`src/rtl/wipd_regs.vh`:
```
// Purpose: constants shared by the window image parameter decoder
// Assumes: byte offsets count from the start of the window descriptor
// Notes:   register offsets are Avalon-MM byte addresses
`ifndef WIPD_REGS_VH
`define WIPD_REGS_VH

// ==========================================================
// Register map
`define WIPD_REG_STATUS      5'h00
`define WIPD_REG_CLEAR       5'h04
`define WIPD_REG_ENABLE      5'h08
`define WIPD_REG_CONTROL     5'h0C
`define WIPD_REG_RESULT      5'h10
`define WIPD_REG_WIDTH       5'h14
`define WIPD_REG_LENGTH      5'h18
`define WIPD_REG_ORIGIN      5'h1C
`define WIPD_STATUS_RST      3'h0
`define WIPD_ENABLE_RST      3'h0
`define WIPD_CONTROL_RST     2'h0
`define WIPD_EV_DONE         0
`define WIPD_EV_ILLEGAL      1
`define WIPD_EV_NO_EXT       2
`define WIPD_CTL_OPTION      0
`define WIPD_CTL_FEEDER      1

// ==========================================================
// Window descriptor byte positions
`define WIPD_B_ULX_MSB       8'h06
`define WIPD_B_ULX_LSB       8'h09
`define WIPD_B_PIXFMT        8'h19
`define WIPD_B_EXT_FIRST     8'h28
`define WIPD_B_EXT_LAST      8'h3F
`define WIPD_B_SIMP_PARAM    8'h2E
`define WIPD_B_MODE_A        8'h2F
`define WIPD_B_MODE_B        8'h30
`define WIPD_B_FOLLOWER      8'h32
`define WIPD_B_BARCODE       8'h33
`define WIPD_B_SUBWIN        8'h34
`define WIPD_B_PAPER         8'h35
`define WIPD_B_PW_MSB        8'h36
`define WIPD_B_PW_LSB        8'h39
`define WIPD_B_PL_MSB        8'h3A
`define WIPD_B_PL_LSB        8'h3D
`define WIPD_B_SELECT        8'h3E
`define WIPD_EXT_LEN         5'h18
`define WIPD_EXT_ID          8'h00

// ==========================================================
// Field codes
`define WIPD_FOL_DEFAULT     8'h00
`define WIPD_FOL_ON          8'h80
`define WIPD_FOL_OFF         8'hC0
`define WIPD_PIX_ON          8'h00
`define WIPD_SEL_DEFAULT     8'h00
`define WIPD_SEL_FULL        8'h40
`define WIPD_SEL_SIMP        8'h80
`define WIPD_PAPER_OFF       8'h00
`define WIPD_PAPER_STD       2'h2
`define WIPD_PAPER_CUSTOM    2'h3
`define WIPD_SZ_A3           4'h3
`define WIPD_SZ_A4           4'h4
`define WIPD_SZ_A5           4'h5
`define WIPD_SZ_LEDGER       4'h6
`define WIPD_SZ_LETTER       4'h7
`define WIPD_SZ_B4           4'hC
`define WIPD_SZ_B5           4'hD
`define WIPD_SZ_LEGAL        4'hF

// ==========================================================
// Sheet sizes in 1/1200 inch, width then length
`define WIPD_A3_W            32'h000036CF
`define WIPD_A3_L            32'h00004D83
`define WIPD_A4_W            32'h000026C1
`define WIPD_A4_L            32'h000036CF
`define WIPD_A5_W            32'h00001B50
`define WIPD_A5_L            32'h000026C1
`define WIPD_LEDGER_W        32'h00003390
`define WIPD_LEDGER_L        32'h00004FB0
`define WIPD_LETTER_W        32'h000027D8
`define WIPD_LETTER_L        32'h00003390
`define WIPD_B4_W            32'h00002F6E
`define WIPD_B4_L            32'h0000432D
`define WIPD_B5_W            32'h00002196
`define WIPD_B5_L            32'h00002F6E
`define WIPD_LEGAL_W         32'h000027D8
`define WIPD_LEGAL_L         32'h000041A0

`endif

```
`src/rtl/wipd_paper_lookup.v`:
```
// Purpose: maps a standard sheet code to its width and length
// Assumes: sizes in 1/1200 inch
// Notes:   larger sheets exist only on the large model
`include "wipd_regs.vh"

module wipd_paper_lookup #(
  parameter LARGE_MODEL = 1
) (
  input  wire [3:0]  size_code,
  output reg         size_known,
  output reg  [31:0] size_width,
  output reg  [31:0] size_length
);

  always @* begin
    size_known  = 1'b1;
    size_width  = 32'h00000000;
    size_length = 32'h00000000;
    case (size_code)
      `WIPD_SZ_A4: begin
        size_width  = `WIPD_A4_W;
        size_length = `WIPD_A4_L;
      end
      `WIPD_SZ_A5: begin
        size_width  = `WIPD_A5_W;
        size_length = `WIPD_A5_L;
      end
      `WIPD_SZ_LETTER: begin
        size_width  = `WIPD_LETTER_W;
        size_length = `WIPD_LETTER_L;
      end
      `WIPD_SZ_B5: begin
        size_width  = `WIPD_B5_W;
        size_length = `WIPD_B5_L;
      end
      `WIPD_SZ_LEGAL: begin
        size_width  = `WIPD_LEGAL_W;
        size_length = `WIPD_LEGAL_L;
      end
      `WIPD_SZ_A3: begin
        size_known  = (LARGE_MODEL != 0);
        size_width  = `WIPD_A3_W;
        size_length = `WIPD_A3_L;
      end
      `WIPD_SZ_LEDGER: begin
        size_known  = (LARGE_MODEL != 0);
        size_width  = `WIPD_LEDGER_W;
        size_length = `WIPD_LEDGER_L;
      end
      `WIPD_SZ_B4: begin
        size_known  = (LARGE_MODEL != 0);
        size_width  = `WIPD_B4_W;
        size_length = `WIPD_B4_L;
      end
      default: begin
        size_known  = 1'b0;
      end
    endcase
  end

endmodule

```
`src/rtl/wipd_decoder.v`:
```
// Purpose: decodes the later image parameter bytes of a set-window descriptor
// Assumes: descriptor bytes arrive on the controller clock with their offset
// Notes:   settings change only when a whole descriptor decodes cleanly
//
// Added by the designer: the Avalon-MM register port and the placing of the registers.
`include "wipd_regs.vh"

// Functional notes
// - Extension is recognised by id 00h and 24 bytes; fields at bytes 46 to 62.
// - Mode byte B: noise removal, matrix sizes, equal-to-threshold colour.
// - Follower 80h on, C0h off, other nonzero values reserved.
// - Follower 00h: on for pixel format 00h, off for 01h.
// - Paper size 00h disables paper size handling.
// - Paper 10b: low nibble picks standard sheet; three sizes only on large model.
// - Paper 11b: width from four-byte field in 1/1200 inch.
// - Custom paper: length from four-byte field in 1/1200 inch.
// - Feeder used with no paper size: A3 large model, A4 small.
// - Window origin measured from the feeder centre line using paper width.
// - Selection 00h/80h simplified, 40h full circuit, rest reserved; option needed; 00h accepted without it.
// - Simplified circuit takes its variance from the simplified parameter byte.
// - Full circuit is configured from both mode bytes.
module wipd_decoder #(
  parameter        LARGE_MODEL   = 1,
  parameter [31:0] FEEDER_CENTRE = 32'h00001B00
) (
  input  wire        clock,
  input  wire        resetn,
  input  wire [4:0]  avs_address,
  input  wire        avs_read,
  input  wire        avs_write,
  input  wire [31:0] avs_writedata,
  input  wire [3:0]  avs_byteenable,
  output reg  [31:0] avs_readdata,
  output reg         avs_waitrequest,
  input  wire        wd_valid,
  input  wire [7:0]  wd_offset,
  input  wire [7:0]  wd_byte,
  input  wire        wd_end,
  output reg         decode_done,
  output reg         illegal_request,
  output reg         noise_removal_en,
  output reg         matrix_5x5_en,
  output reg         matrix_4x4_en,
  output reg         matrix_3x3_en,
  output reg         matrix_2x2_en,
  output reg         equal_is_black,
  output reg         follower_en,
  output reg         paper_handling_en,
  output reg         paper_landscape,
  output reg  [31:0] paper_width,
  output reg  [31:0] paper_length,
  output reg         use_full_circuit,
  output reg  [7:0]  simp_variance,
  output reg  [7:0]  full_mode_a,
  output reg  [7:0]  full_mode_b,
  output reg  [31:0] window_origin_x,
  output reg         irq
);

  // ==========================================================
  // Descriptor capture
  reg [7:0]  ext_id_q;
  reg [4:0]  ext_cnt_q;
  reg [7:0]  pixfmt_q;
  reg [31:0] ulx_q;
  reg [7:0]  simp_q;
  reg [7:0]  mode_a_q;
  reg [7:0]  mode_b_q;
  reg [7:0]  fol_q;
  reg [7:0]  bar_q;
  reg [7:0]  sub_q;
  reg [7:0]  paper_q;
  reg [31:0] pw_q;
  reg [31:0] pl_q;
  reg [7:0]  sel_q;

  wire in_ext = (wd_offset >= `WIPD_B_EXT_FIRST) && (wd_offset <= `WIPD_B_EXT_LAST);
  wire in_ulx = (wd_offset >= `WIPD_B_ULX_MSB) && (wd_offset <= `WIPD_B_ULX_LSB);
  wire in_pw  = (wd_offset >= `WIPD_B_PW_MSB) && (wd_offset <= `WIPD_B_PW_LSB);
  wire in_pl  = (wd_offset >= `WIPD_B_PL_MSB) && (wd_offset <= `WIPD_B_PL_LSB);

  always @(posedge clock) begin
    if (!resetn || wd_end) begin
      // Absent id until byte 40 arrives, so a short descriptor is no extension
      ext_id_q  <= 8'hFF;
      ext_cnt_q <= 5'h00;
      pixfmt_q  <= 8'h00;
      ulx_q     <= 32'h00000000;
      simp_q    <= 8'h00;
      mode_a_q  <= 8'h00;
      mode_b_q  <= 8'h00;
      fol_q     <= 8'h00;
      bar_q     <= 8'h00;
      sub_q     <= 8'h00;
      paper_q   <= 8'h00;
      pw_q      <= 32'h00000000;
      pl_q      <= 32'h00000000;
      sel_q     <= 8'h00;
    end else if (wd_valid) begin
      if (in_ext && ext_cnt_q != `WIPD_EXT_LEN)
        ext_cnt_q <= ext_cnt_q + 5'h01;
      if (in_ulx)
        ulx_q <= {ulx_q[23:0], wd_byte};
      if (in_pw)
        pw_q <= {pw_q[23:0], wd_byte};
      if (in_pl)
        pl_q <= {pl_q[23:0], wd_byte};
      case (wd_offset)
        `WIPD_B_EXT_FIRST:  ext_id_q <= wd_byte;
        `WIPD_B_PIXFMT:     pixfmt_q <= wd_byte;
        `WIPD_B_SIMP_PARAM: simp_q   <= wd_byte;
        `WIPD_B_MODE_A:     mode_a_q <= wd_byte;
        `WIPD_B_MODE_B:     mode_b_q <= wd_byte;
        `WIPD_B_FOLLOWER:   fol_q    <= wd_byte;
        `WIPD_B_BARCODE:    bar_q    <= wd_byte;
        `WIPD_B_SUBWIN:     sub_q    <= wd_byte;
        `WIPD_B_PAPER:      paper_q  <= wd_byte;
        `WIPD_B_SELECT:     sel_q    <= wd_byte;
        default: begin
        end
      endcase
    end
  end

  // ==========================================================
  // Field decode
  reg  [1:0] ctl_q;
  wire       opt_present = ctl_q[`WIPD_CTL_OPTION];
  wire       feeder_used = ctl_q[`WIPD_CTL_FEEDER];
  wire       ext_ok = (ext_id_q == `WIPD_EXT_ID) && (ext_cnt_q == `WIPD_EXT_LEN);

  wire        std_known;
  wire [31:0] std_width;
  wire [31:0] std_length;
  wire        dflt_known;
  wire [31:0] dflt_width;
  wire [31:0] dflt_length;

  wipd_paper_lookup #(.LARGE_MODEL(LARGE_MODEL)) u_std (
    .size_code   (paper_q[3:0]),
    .size_known  (std_known),
    .size_width  (std_width),
    .size_length (std_length)
  );

  // Feeder default sheet depends on the model
  wipd_paper_lookup #(.LARGE_MODEL(LARGE_MODEL)) u_dflt (
    .size_code   ((LARGE_MODEL != 0) ? `WIPD_SZ_A3 : `WIPD_SZ_A4),
    .size_known  (dflt_known),
    .size_width  (dflt_width),
    .size_length (dflt_length)
  );

  reg [7:0]  mode_b_d;
  reg        fol_d;
  reg        paper_en_d;
  reg [31:0] pw_d;
  reg [31:0] pl_d;
  reg        full_d;
  reg        bad_d;

  always @* begin
    bad_d      = 1'b0;
    mode_b_d   = ext_ok ? mode_b_q : 8'h00;
    fol_d      = (pixfmt_q == `WIPD_PIX_ON);
    paper_en_d = 1'b0;
    pw_d       = 32'h00000000;
    pl_d       = 32'h00000000;
    full_d     = 1'b0;
    if (ext_ok) begin
      case (fol_q)
        `WIPD_FOL_DEFAULT: fol_d = (pixfmt_q == `WIPD_PIX_ON);
        `WIPD_FOL_ON:      fol_d = 1'b1;
        `WIPD_FOL_OFF:     fol_d = 1'b0;
        default:           bad_d = 1'b1;
      endcase
      if (bar_q != 8'h00 || sub_q != 8'h00)
        bad_d = 1'b1;
      if (paper_q != `WIPD_PAPER_OFF) begin
        paper_en_d = 1'b1;
        if (paper_q[5])
          bad_d = 1'b1;
        if (paper_q[7:6] == `WIPD_PAPER_STD) begin
          pw_d = std_width;
          pl_d = std_length;
          if (!std_known)
            bad_d = 1'b1;
        end else if (paper_q[7:6] == `WIPD_PAPER_CUSTOM) begin
          pw_d = pw_q;
          pl_d = pl_q;
        end else begin
          bad_d = 1'b1;
        end
      end
      case (sel_q)
        `WIPD_SEL_DEFAULT: full_d = 1'b0;
        `WIPD_SEL_SIMP: begin
          full_d = 1'b0;
          if (!opt_present)
            bad_d = 1'b1;
        end
        `WIPD_SEL_FULL: begin
          full_d = 1'b1;
          if (!opt_present)
            bad_d = 1'b1;
        end
        default: bad_d = 1'b1;
      endcase
    end
    if (!paper_en_d && feeder_used && dflt_known) begin
      pw_d = dflt_width;
      pl_d = dflt_length;
    end
  end

  // Window left edge from the feeder centre; wraps below zero when half the paper width exceeds FEEDER_CENTRE plus ulx_q
  wire [31:0] origin_d = FEEDER_CENTRE - {1'b0, pw_d[31:1]} + ulx_q;

  // ==========================================================
  // Applied settings
  always @(posedge clock) begin
    if (!resetn) begin
      decode_done       <= 1'b0;
      illegal_request   <= 1'b0;
      noise_removal_en  <= 1'b1;
      matrix_5x5_en     <= 1'b0;
      matrix_4x4_en     <= 1'b1;
      matrix_3x3_en     <= 1'b1;
      matrix_2x2_en     <= 1'b1;
      equal_is_black    <= 1'b0;
      follower_en       <= 1'b1;
      paper_handling_en <= 1'b0;
      paper_landscape   <= 1'b0;
      paper_width       <= 32'h00000000;
      paper_length      <= 32'h00000000;
      use_full_circuit  <= 1'b0;
      simp_variance     <= 8'h00;
      full_mode_a       <= 8'h00;
      full_mode_b       <= 8'h00;
      window_origin_x   <= 32'h00000000;
    end else begin
      decode_done     <= wd_end;
      illegal_request <= wd_end && bad_d;
      if (wd_end && !bad_d) begin
        noise_removal_en  <= !mode_b_d[5];
        matrix_5x5_en     <= mode_b_d[4];
        matrix_4x4_en     <= !mode_b_d[3];
        matrix_3x3_en     <= !mode_b_d[2];
        matrix_2x2_en     <= !mode_b_d[1];
        equal_is_black    <= mode_b_d[0];
        follower_en       <= fol_d;
        paper_handling_en <= paper_en_d;
        paper_landscape   <= paper_en_d && paper_q[4];
        paper_width       <= pw_d;
        paper_length      <= pl_d;
        use_full_circuit  <= full_d;
        simp_variance     <= (ext_ok && !full_d) ? simp_q : 8'h00;
        full_mode_a       <= (ext_ok && full_d) ? mode_a_q : 8'h00;
        full_mode_b       <= (ext_ok && full_d) ? mode_b_q : 8'h00;
        window_origin_x   <= origin_d;
      end
    end
  end

  // ==========================================================
  // Avalon-MM slave, one wait cycle per access
  reg  [2:0] sts_q;
  reg  [2:0] en_q;
  wire       req     = avs_read || avs_write;
  wire       wr_done = avs_write && !avs_waitrequest && avs_byteenable[0];
  wire [2:0] ev      = {wd_end && !ext_ok, wd_end && bad_d, wd_end};
  reg  [2:0] clr;
  reg  [31:0] rd_d;

  always @* begin
    clr = 3'h0;
    if (wr_done && avs_address == `WIPD_REG_CLEAR)
      clr = avs_writedata[2:0];
  end

  always @* begin
    case (avs_address)
      `WIPD_REG_STATUS:  rd_d = {29'h0, sts_q};
      `WIPD_REG_ENABLE:  rd_d = {29'h0, en_q};
      `WIPD_REG_CONTROL: rd_d = {30'h0, ctl_q};
      `WIPD_REG_RESULT:  rd_d = {8'h00, simp_variance, 4'h0, use_full_circuit,
                                 paper_landscape, paper_handling_en, follower_en,
                                 2'h0, equal_is_black, matrix_2x2_en, matrix_3x3_en,
                                 matrix_4x4_en, matrix_5x5_en, noise_removal_en};
      `WIPD_REG_WIDTH:   rd_d = paper_width;
      `WIPD_REG_LENGTH:  rd_d = paper_length;
      `WIPD_REG_ORIGIN:  rd_d = window_origin_x;
      default:           rd_d = 32'h00000000;
    endcase
  end

  always @(posedge clock) begin
    if (!resetn) begin
      avs_waitrequest <= 1'b1;
      avs_readdata    <= 32'h00000000;
      sts_q           <= `WIPD_STATUS_RST;
      en_q            <= `WIPD_ENABLE_RST;
      ctl_q           <= `WIPD_CONTROL_RST;
      irq             <= 1'b0;
    end else begin
      avs_waitrequest <= !(req && avs_waitrequest);
      if (avs_read && avs_waitrequest)
        avs_readdata <= rd_d;
      // A new event wins over a clear in the same cycle
      sts_q <= (sts_q & ~clr) | ev;
      if (wr_done && avs_address == `WIPD_REG_ENABLE)
        en_q <= avs_writedata[2:0];
      if (wr_done && avs_address == `WIPD_REG_CONTROL)
        ctl_q <= avs_writedata[1:0];
      irq <= |(sts_q & en_q);
    end
  end

endmodule

```
`config.mk`:
```
export PLATFORM = sky130hd
export DESIGN_NAME = wipd_decoder
export DESIGN_NICKNAME = d
export VERILOG_FILES = /design/src/rtl/wipd_paper_lookup.v /design/src/rtl/wipd_decoder.v
export VERILOG_INCLUDE_DIRS = /design/src /design/src/rtl
export SDC_FILE = /design/constraint.sdc
export NUM_CORES = 1
export LEC_CHECK = 0
export BUFFER_PORTS_ARGS = -buffer_cell sky130_fd_sc_hd__buf_2
export CAP_MARGIN = 20
export CORE_MARGIN = 2
export CORE_UTILIZATION = 52
export CTS_CLUSTER_SIZE = 25
export DETAILED_ROUTE_END_ITERATION = 6
export PLACE_DENSITY = 0.73
export SLEW_MARGIN = 20
export SYNTH_ARGS = -nofsm -noshare
export SYNTH_HDL_FRONTEND = slang
export SYNTH_HIERARCHICAL = 1
export SYNTH_SLANG_ARGS = --single-unit
```
`constraint.sdc`:
```
create_clock -name clock -period 9 [get_ports clock]
set_input_delay 0.9 -clock clock [delete_from_list [all_inputs] [get_ports clock]]
set_output_delay 0.9 -clock clock [all_outputs]
set_load 0.02 [all_outputs]
```
* Yosys cells after proc, flatten, opt, wreduce, memory -nomap -nowiden
Cells that the tools add are included. W data, S select, Z words.
Word-level totals: register bits 355, input bits 63
Cells by class: $add $sub $neg 3, magnitude comparators 8, equality and inequality tests 33, mux-type cells 35, bitwise gates (word level) 4, reductions and logical operators 61
Operator list (count):
- $mux W32 | 10
- $pmux W32 S7 | 1
- $pmux W15 S8 | 1
- $pmux W14 S7 | 1
- $eq A8 B6 Y1 const B | 9
- $add A32 B32 Y32 | 1
- $logic_not A8 Y1 | 4
- $sub A13 B31 Y32 const A | 1
- $reduce_and A2 Y1 | 14
- $eq A5 B5 Y1 const B | 5
- $eq A8 B8 Y1 const B | 3
- $ge A8 B6 Y1 const B | 3
- $le A8 B6 Y1 const B | 3
- $mux W8 | 3
- $reduce_bool A8 Y1 | 3
- $logic_and A1 B1 Y1 | 20
- $eq A4 B3 Y1 const B | 4
- $mux W1 | 15
- $eq A4 B4 Y1 const B | 3
- $logic_not A1 Y1 | 11
- $eq A5 B4 Y1 const B | 2
- $eq A8 B5 Y1 const B | 1
- $eq A8 B7 Y1 const B | 1
- $ge A8 B3 Y1 const B | 1
- other kinds (17) | 24

* Longest topological paths before layout
Gate-level depths: netlist of the first run.
depth in word-level cells 13, depth in mapped cells 23

* By module
The synthesis of the first run kept the hierarchy.
By module, submodules not included:
- wipd_decoder | times used 1, cells an instance 2009, area each 16509.6 µm², seq. area each 7106.8 µm²
- wipd_paper_lookup (u_std) | times used 1, cells an instance 110, area each 695.7 µm², seq. area each 0.0 µm²
- wipd_paper_lookup (u_dflt) | times used 1, cells an instance 109, area each 678.2 µm², seq. area each 0.0 µm²

* Worst setup path before layout of the first run
OpenSTA, ideal clock, no wires.
kind reg2reg, from register ext_id_q[0], to register window_origin_x[29], arrival 4.420 ns, data required time 8.930 ns, setup slack 4.509 ns, cell stages (with the launch flop) 20, period minus slack after synthesis 4.491 ns, cells stage by stage dfxtp_1 -> or4_1 -> nor3_4 -> o21ai_1 -> and3_1 -> buf_2 -> buf_2 -> a21oi_1 -> ha_1 -> ha_1 -> fa_1 -> a21oi_1 -> o211ai_1 -> a22oi_1 -> a21oi_1 -> a311o_1 -> a31oi_1 -> xnor2_1 -> nand2_1 -> a21oi_1
Between the ends: word-level cells in the longest chain between the ends 8, elaborated cells between the ends (all ways) 12
RTL lines:
- from (decl) | line wipd_decoder.v:62 | reg [7:0] ext_id_q;
- from (signal assigned) | line wipd_decoder.v:109 | `WIPD_B_EXT_FIRST: ext_id_q <= wd_byte;
- $logic_not A8 Y1 (no line) *
- $logic_and A1 B1 Y1 * | line wipd_decoder.v:130 | wire ext_ok = (ext_id_q == `WIPD_EXT_ID) && (ext_cnt_q == `WIPD_EXT_LEN);
- $mux W1 | line wipd_decoder.v:170 | if (ext_ok) begin
- $logic_not A1 Y1 | line wipd_decoder.v:210 | if (!paper_en_d && feeder_used && dflt_known) begin
- $logic_and A1 B1 Y1 | line wipd_decoder.v:210
- $mux W32 | line wipd_decoder.v:210
- $sub A13 B31 Y32 | line wipd_decoder.v:217 | wire [31:0] origin_d = FEEDER_CENTRE - {1'b0, pw_d[31:1]} + ulx_q;
- $add A32 B32 Y32 | line wipd_decoder.v:217
- to (signal assigned) | line wipd_decoder.v:260 | window_origin_x <= origin_d;
- to (decl) | line wipd_decoder.v:56 | output reg [31:0] window_origin_x,
Every way passes the cells marked *; elsewhere a longest branch is shown, timed or not. A chain may end at the register's enable or synchronous reset.

* Worst setup path after layout of the first run
Ends and elaborated chain as after synthesis.

==> results of run 1 <==
## cells in the final DEF, fill, tap and decap left out, types with 47 or more instances in the layout
cell        n
a22oi_1    48
nand2_1   330
nor3_1     48
a211oi_1   66
ha_1       63
conb_1     86
nand3_1    47
mux2i_1   154
buf_2     196
dfxtp_1   354
nor2_1    321
a21oi_1   258
## power by group through the flow
| stage | Sequential [mW] | Clock [mW] | Combinational [mW] |
|---|---|---|---|
| after floorplan | 1.66 | 0 | 0.137 |
| after global placement | 1.65 | 0 | 0.193 |
| after detailed placement | 1.65 | 0 | 0.195 |
| after CTS | 1.61 | 1.63 | 0.196 |
| after global routing | 1.61 | 1.69 | 0.218 |
| final | 1.62 | 1.61 | 0.203 |
## flip-flops by register name (all words and copies together), names as in the netlist, 32 cells and up
signal and count:
window_origin_x 32, paper_length 32, paper_width 32, ulx_q 32, pl_q 32, pw_q 32, avs_readdata 32
## per-layer routing
| layer | part of all wire | global-route usage | vias to the layer above |
|---|---|---|---|
| met4 | 0.035 | 0.106 | 0 |
| met2 | 0.44 | 0.486 | 743 |
| met1 | 0.43 | 0.432 | 7740 |
| met3 | 0.094 | 0.0502 | 102 |
| met5 | 0 | 0 | - |
| li1 | - | - | 7765 |
## metrics by stage
step           instances   util
2_1_floorplan       2310      -
3_3_place_gp        2735  0.553
3_5_place_dp        2736  0.554
4_1_cts             2805  0.592
5_1_grt             2805  0.592
6_report            2805  0.592
## kinds of logic (layout without fill, tap and decap cells)
family,count (synthesis),in the layout
and+or+nand+nor,851,851
AOI/OAI and AO/OA,497,497
DFF,355,355
buffers and inverters,266,313
muxes,156,156
adders and majority gates,64,64
xor gates and xnor gates,35,35
other,4,86
## critical path, stage by stage (launching register included)
cell and delay, ps:
dfxtp_1 320, or4_1 640, nor3_4 510, o21ai_1 200, and3_2 470, buf_4 340, a21oi_1 300, ha_1 300
ha_1 260, fa_1 420, a21oi_1 220, o211ai_1 240, a22oi_1 310, a21oi_1 180, a311o_1 440, a31oi_1 210
xnor2_1 160, nand2_1 90, a21oi_1 180
## final timing paths
check | slack (ps) | cells past startpoint | to | from
max | 3100 | 18 | window_origin_x[29] | ext_id_q[0]
max reg2reg | 3100 | 18 | window_origin_x[29] | ext_id_q[0]
min reg2reg | 450 | 2 | pl_q[14] | pl_q[6]
min | 450 | 2 | pl_q[14] | pl_q[6]
## area by class of cell
class | instances | area [sq um] | area share
repair buffers | 215 | 1130 | 0.0567
flip-flops and latches | 355 | 7110 | 0.356
clock buffers | 54 | 1110 | 0.0557
multi-input cells | 1689 | 9750 | 0.488
clock inverters | 15 | 181 | 0.00909
inverters | 29 | 111 | 0.00558
well taps | 448 | 561 | 0.0281
==> flow_metrics.env, run 1 <==
export IMPL_run_status="complete, no violations"
export IMPL_synth_top_family_by_area="simple AND/OR/NAND/NOR gates"
export IMPL_holdWs_ps=446
export IMPL_pre_cts_ws_ps=3250
export IMPL_synth_cell_types=75
export IMPL_htreeDepth=2
export IMPL_synth_async_reset_ratio=0
export IMPL_cts_sinks=355
export IMPL_worst_slack_ps=3100
export IMPL_numCtsBuffers=39
export IMPL_grt_pass1_vias=14700
export IMPL_synth_mux_area_frac=0.0881
export IMPL_rows=67
export IMPL_synth_edf_count=0
export IMPL_setup_tns_ps=0
export IMPL_seqPwrFrac=0.471
export IMPL_ys_warn_count=6
export IMPL_fill_cells=3120
export IMPL_vias=16400
export IMPL_first_pass_iters=6
export IMPL_design_portCount=229
export IMPL_cts_reportedPaths_clkPinSlew_ps=70
export IMPL_ctsHoldBuffers=0
export IMPL_total_power_mw=3.43
export IMPL_synth_xor_area_frac=0.0171
export IMPL_core_region_area_sq_um=33700
export IMPL_layout_drive_gt1_share=0.129
export IMPL_area_growth_pct=11.6
export IMPL_yosysMostFrequentCell="dfxtp_1"
export IMPL_fmax_ghz=0.170
export IMPL_grt_first_pass_wirelength_microns=86700
export IMPL_wl_per_cell_microns=20.5
export IMPL_p_sw_uw=833
export IMPL_layout_nets=2456
export IMPL_die_height_microns=189
export IMPL_ys_seq_area_frac=0.397
export IMPL_drt_wl_total_microns=57400
export IMPL_setup_violations_final=0
export IMPL_hpwl_microns=41100
export IMPL_clk_path_buf_depth=3
export IMPL_synth_top_area_cell="dfxtp_1"
export IMPL_netlist_area_leader_share=0.397
export IMPL_worstSetupPathType="reg -> reg"
export IMPL_clk_latency_ps=540
export IMPL_synth_area_per_cell_sq_um=8.03
export IMPL_die_x_microns=189
export IMPL_synth_adder_area_share=0.0452
export IMPL_maxSlewViolCount=0
export IMPL_p_clk_frac=0.470
export IMPL_cp_data_arrival_time_ps=6350
export IMPL_grt_setup_unrepaired="no"
export IMPL_antenna_found_initial=1
export IMPL_drt_iter0_markers=1849
export IMPL_relSlewSlack=0.262
export IMPL_syn_inst=2228
export IMPL_layout_min_cycle_time_ps=5900
export IMPL_critPathLaunchType="register"
export IMPL_gp_congestion=0.976
export IMPL_synth_area_leaders="dfxtp_1, mux2i_1, a21oi_1"
export IMPL_comb_power_share=0.059
export IMPL_crit_required_ps=9450
export IMPL_diodes=0
export IMPL_grt_max_degree=91
export IMPL_switching_share=0.243
export IMPL_internal_power_mw=2.60
export IMPL_cts_root_buf="clkbuf_16"
export IMPL_synth_compound_area_frac=0.171
export IMPL_post_cts_buffers=0
export IMPL_p_leak_nw=8.06
export IMPL_hold_viol=0
export IMPL_cts_tree="yes"
export IMPL_stdcell_area_sq_um=20000
export IMPL_placed_area_sq_um=18700
export IMPL_tightest_slew_ps=1110
export IMPL_finalCritPeriodShare=0.655
export IMPL_port_buffers=196
export IMPL_drc_errors=0
export IMPL_power_density_nw_per_um2=172
export IMPL_maxCapViolCount=0
export IMPL_synth_seq_cells=355
export IMPL_viasPerCell=5.83
export IMPL_cp_max_fo=35
export IMPL_endpoint_kind="register"
export IMPL_vdd_drop_max_mv=0.180
export IMPL_overflow=0
export IMPL_syn_area_sq_um=17900
export IMPL_min_path_type="reg -> reg"
export IMPL_initial_core_util=0.531
export IMPL_cts_resized=0
export IMPL_dieArea_sq_um=35900
export IMPL_track_usage=0.309
export IMPL_yosys_area_share_simple=0.204
export IMPL_synth_common_cells="dfxtp_1, nand2_1, nor2_1"
export IMPL_ant_nets=0
export IMPL_ys_flop_type="dfxtp_1"
export IMPL_finClkSkew_ps=23.6
Note: power is estimated with default switching activity, not from simulation.
==> inputs of run 2 (changes only) <==
--- a/config.mk
+++ b/config.mk
@@ -6,13 +6,14 @@
 export SDC_FILE = /design/constraint.sdc
 export NUM_CORES = 1
 export LEC_CHECK = 0
+export ABC_AREA = 1
 export BUFFER_PORTS_ARGS = -buffer_cell sky130_fd_sc_hd__buf_2
 export CAP_MARGIN = 20
 export CORE_MARGIN = 2
 export CORE_UTILIZATION = 52
 export CTS_CLUSTER_SIZE = 25
 export DETAILED_ROUTE_END_ITERATION = 6
-export PLACE_DENSITY = 0.73
+export PLACE_DENSITY = 0.72
 export SLEW_MARGIN = 20
 export SYNTH_ARGS = -nofsm -noshare
 export SYNTH_HDL_FRONTEND = slang
==> constraint.sdc (replaced) <==
create_clock -name clock -period 6.19 [get_ports clock]
set_input_delay 0.619 -clock clock [delete_from_list [all_inputs] [get_ports clock]]
set_output_delay 0.619 -clock clock [all_outputs]
set_load 0.02 [all_outputs]
==> flow_metrics.env, run 2 <==
export IMPL_hold_viol=0
export IMPL_clk_latency_ps=560
export IMPL_synth_top_area_cell="dfxtp_1"
export IMPL_tightest_slew_ps=1080
export IMPL_cts_root_buf="clkbuf_16"
export IMPL_first_pass_iters=5
export IMPL_min_path_type="in -> reg"
export IMPL_wl_per_cell_microns=18.0
export IMPL_gp_congestion=0.963
export IMPL_drt_wl_total_microns=64300
export IMPL_grt_max_degree=119
export IMPL_cts_sinks=355
export IMPL_finClkSkew_ps=21.1
export IMPL_layout_min_cycle_time_ps=4830
export IMPL_total_power_mw=5.07
export IMPL_grt_first_pass_wirelength_microns=98300
export IMPL_maxSlewViolCount=0
export IMPL_final_common_cell="nand2_1"
export IMPL_endpoint_kind="register"
export IMPL_post_cts_buffers=0
export IMPL_vias=19200
export IMPL_cp_max_fo=75
export IMPL_fmax_ghz=0.207
export IMPL_antenna_found_initial=0
export IMPL_fill_cells=3592
export IMPL_overflow=0
export IMPL_final_util=0.585
export IMPL_drt_iter0_markers=1885
export IMPL_crit_required_ps=6630
export IMPL_hpwl_microns=48400
export IMPL_synth_async_reset_ratio=0
export IMPL_cp_data_arrival_time_ps=5280
export IMPL_synth_seq_cells=355
export IMPL_layout_nets=3197
export IMPL_ctsHoldBuffers=0
export IMPL_die_height_microns=197
export IMPL_p_leak_nw=9.98
export IMPL_worstSetupPathType="reg -> reg"
export IMPL_cts_resized=0
export IMPL_setup_tns_ps=0
export IMPL_grt_pass1_vias=17200
export IMPL_track_usage=0.327
export IMPL_syn_inst=2956
export IMPL_drc_errors=0
export IMPL_ant_nets=0
export IMPL_synth_area_leaders="dfxtp_1, nand2_1, o21ai_0"
export IMPL_finalCritPeriodShare=0.781
export IMPL_final_cell_mix="nand2_1, inv_1, nor2_1, dfxtp_1, o21ai_0"
export IMPL_synth_area_per_cell_sq_um=6.54
export IMPL_port_buffers=196
export IMPL_run_status="complete, no violations"
export IMPL_rows=70
export IMPL_netlist_area_leader_share=0.368
export IMPL_relSlewSlack=0.277
export IMPL_layout_drive_gt1_share=0.102
export IMPL_syn_area_sq_um=19300
export IMPL_yosysMostFrequentCell="nand2_1"
export IMPL_grt_setup_unrepaired="no"
export IMPL_numCtsBuffers=38
export IMPL_synth_cell_types=41
export IMPL_viasPerCell=5.39
export IMPL_setup_violations_final=0
export IMPL_holdWs_ps=276
export IMPL_design_portCount=229
export IMPL_core_region_area_sq_um=36600
export IMPL_ys_warn_count=6
export IMPL_htreeDepth=2
export IMPL_synth_edf_count=0
export IMPL_power_density_nw_per_um2=237
export IMPL_die_x_microns=197
export IMPL_dieArea_sq_um=38700
export IMPL_critPathLaunchType="register"
export IMPL_initial_core_util=0.528
export IMPL_clk_path_buf_depth=3
export IMPL_ys_seq_area_frac=0.368
export IMPL_synth_common_cells="nand2_1, inv_1, nor2_1"
export IMPL_cts_tree="yes"
export IMPL_ys_flop_type="dfxtp_1"
export IMPL_area_growth_pct=10.8
export IMPL_diodes=0
export IMPL_vdd_drop_max_mv=0.206
export IMPL_cts_reportedPaths_clkPinSlew_ps=60
export IMPL_maxCapViolCount=0
[run 2: changes by cell type after synthesis, sizes merged, moves of 17 or more]
cell    delta
a211oi    -49
a22oi     -48
clkbuf    -21
inv      +378
mux2i    -154
nand2    +317
nand3     +88
nand4     +19
nor2      +47
nor3      -37
o21ai    +290
o22ai     +30
xnor2     -17
[run 2: path summary, 6_finish.rpt]
kind,start,to,slack [ps],cells after the start
worst max-delay path,paper_q[7],window_origin_x[31],1360,21
worst min-delay path,avs_read,avs_waitrequest,280,2
worst max register to register,paper_q[7],window_origin_x[31],1360,21
worst min register to register,pl_q[31],pl_q[31],450,2
[run 2: critical path, stage by stage (launching register included)]
cell     delay [ps]
dfxtp_2         320
buf_4           590
nand2_2         720
o21ai_0         430
inv_1            80
o22ai_1         330
inv_1           100
ha_1            290
ha_1            240
fa_1            450
nand3_1         110
nand3_1         150
nand2_1         110
nand2_1         110
nand2_1          80
nand2_1         100
nand2_1         100
nand2_1          50
nand2_1          60
nand3_1         120
nand2_1          90
inv_1            40
[run 2: cell type report]
type,count,area (sq um),share of cell area
Tap cell,468,586,0.0273
Timing Repair Buffer,212,1120,0.0522
Inverter,409,1540,0.0717
Clock buffer,57,1100,0.0515
Clock inverter,10,121,0.00567
Sequential cell,355,7110,0.332
Multi-Input combinational cell,2054,9840,0.460
[run 2: through the flow]
stage	setup WS (ps)	instance area [sq um]	instances
2_1_floorplan	2780	19700	3043
3_3_place_gp	1590	20200	3497
3_5_place_dp	1530	20200	3497
4_1_cts	1460	21400	3564
5_1_grt	1020	21400	3565
6_report	1360	21400	3565
[run 2: where the power goes]
part / internal (mW) / switching, mW / total (mW)
sequential: 2.33 / 0.0542 / 2.38
clock: 1.32 / 0.947 / 2.27
combinational: 0.112 / 0.309 / 0.421
total: 3.76 / 1.31 / 5.07
[run 2: logic make-up after synthesis]
group | count (synthesis) | share of synthesized area
DFF | 355 | 0.368
and+or+nand+nor | 1219 | 0.258
AOI/OAI and AO/OA | 665 | 0.183
other | 4 | 0.000777
buffers and inverters | 634 | 0.142
xor gates and xnor gates | 15 | 0.00680
adders and majority gates | 64 | 0.0418
[run 2: metal layers]
layer / routed length [microns] / part of all wire / track usage
met1: 29300 / 0.46 / 0.471
met2: 27800 / 0.43 / 0.504
met3: 5170 / 0.080 / 0.0404
met4: 2050 / 0.032 / 0.114
met5: 0 / 0 / 0
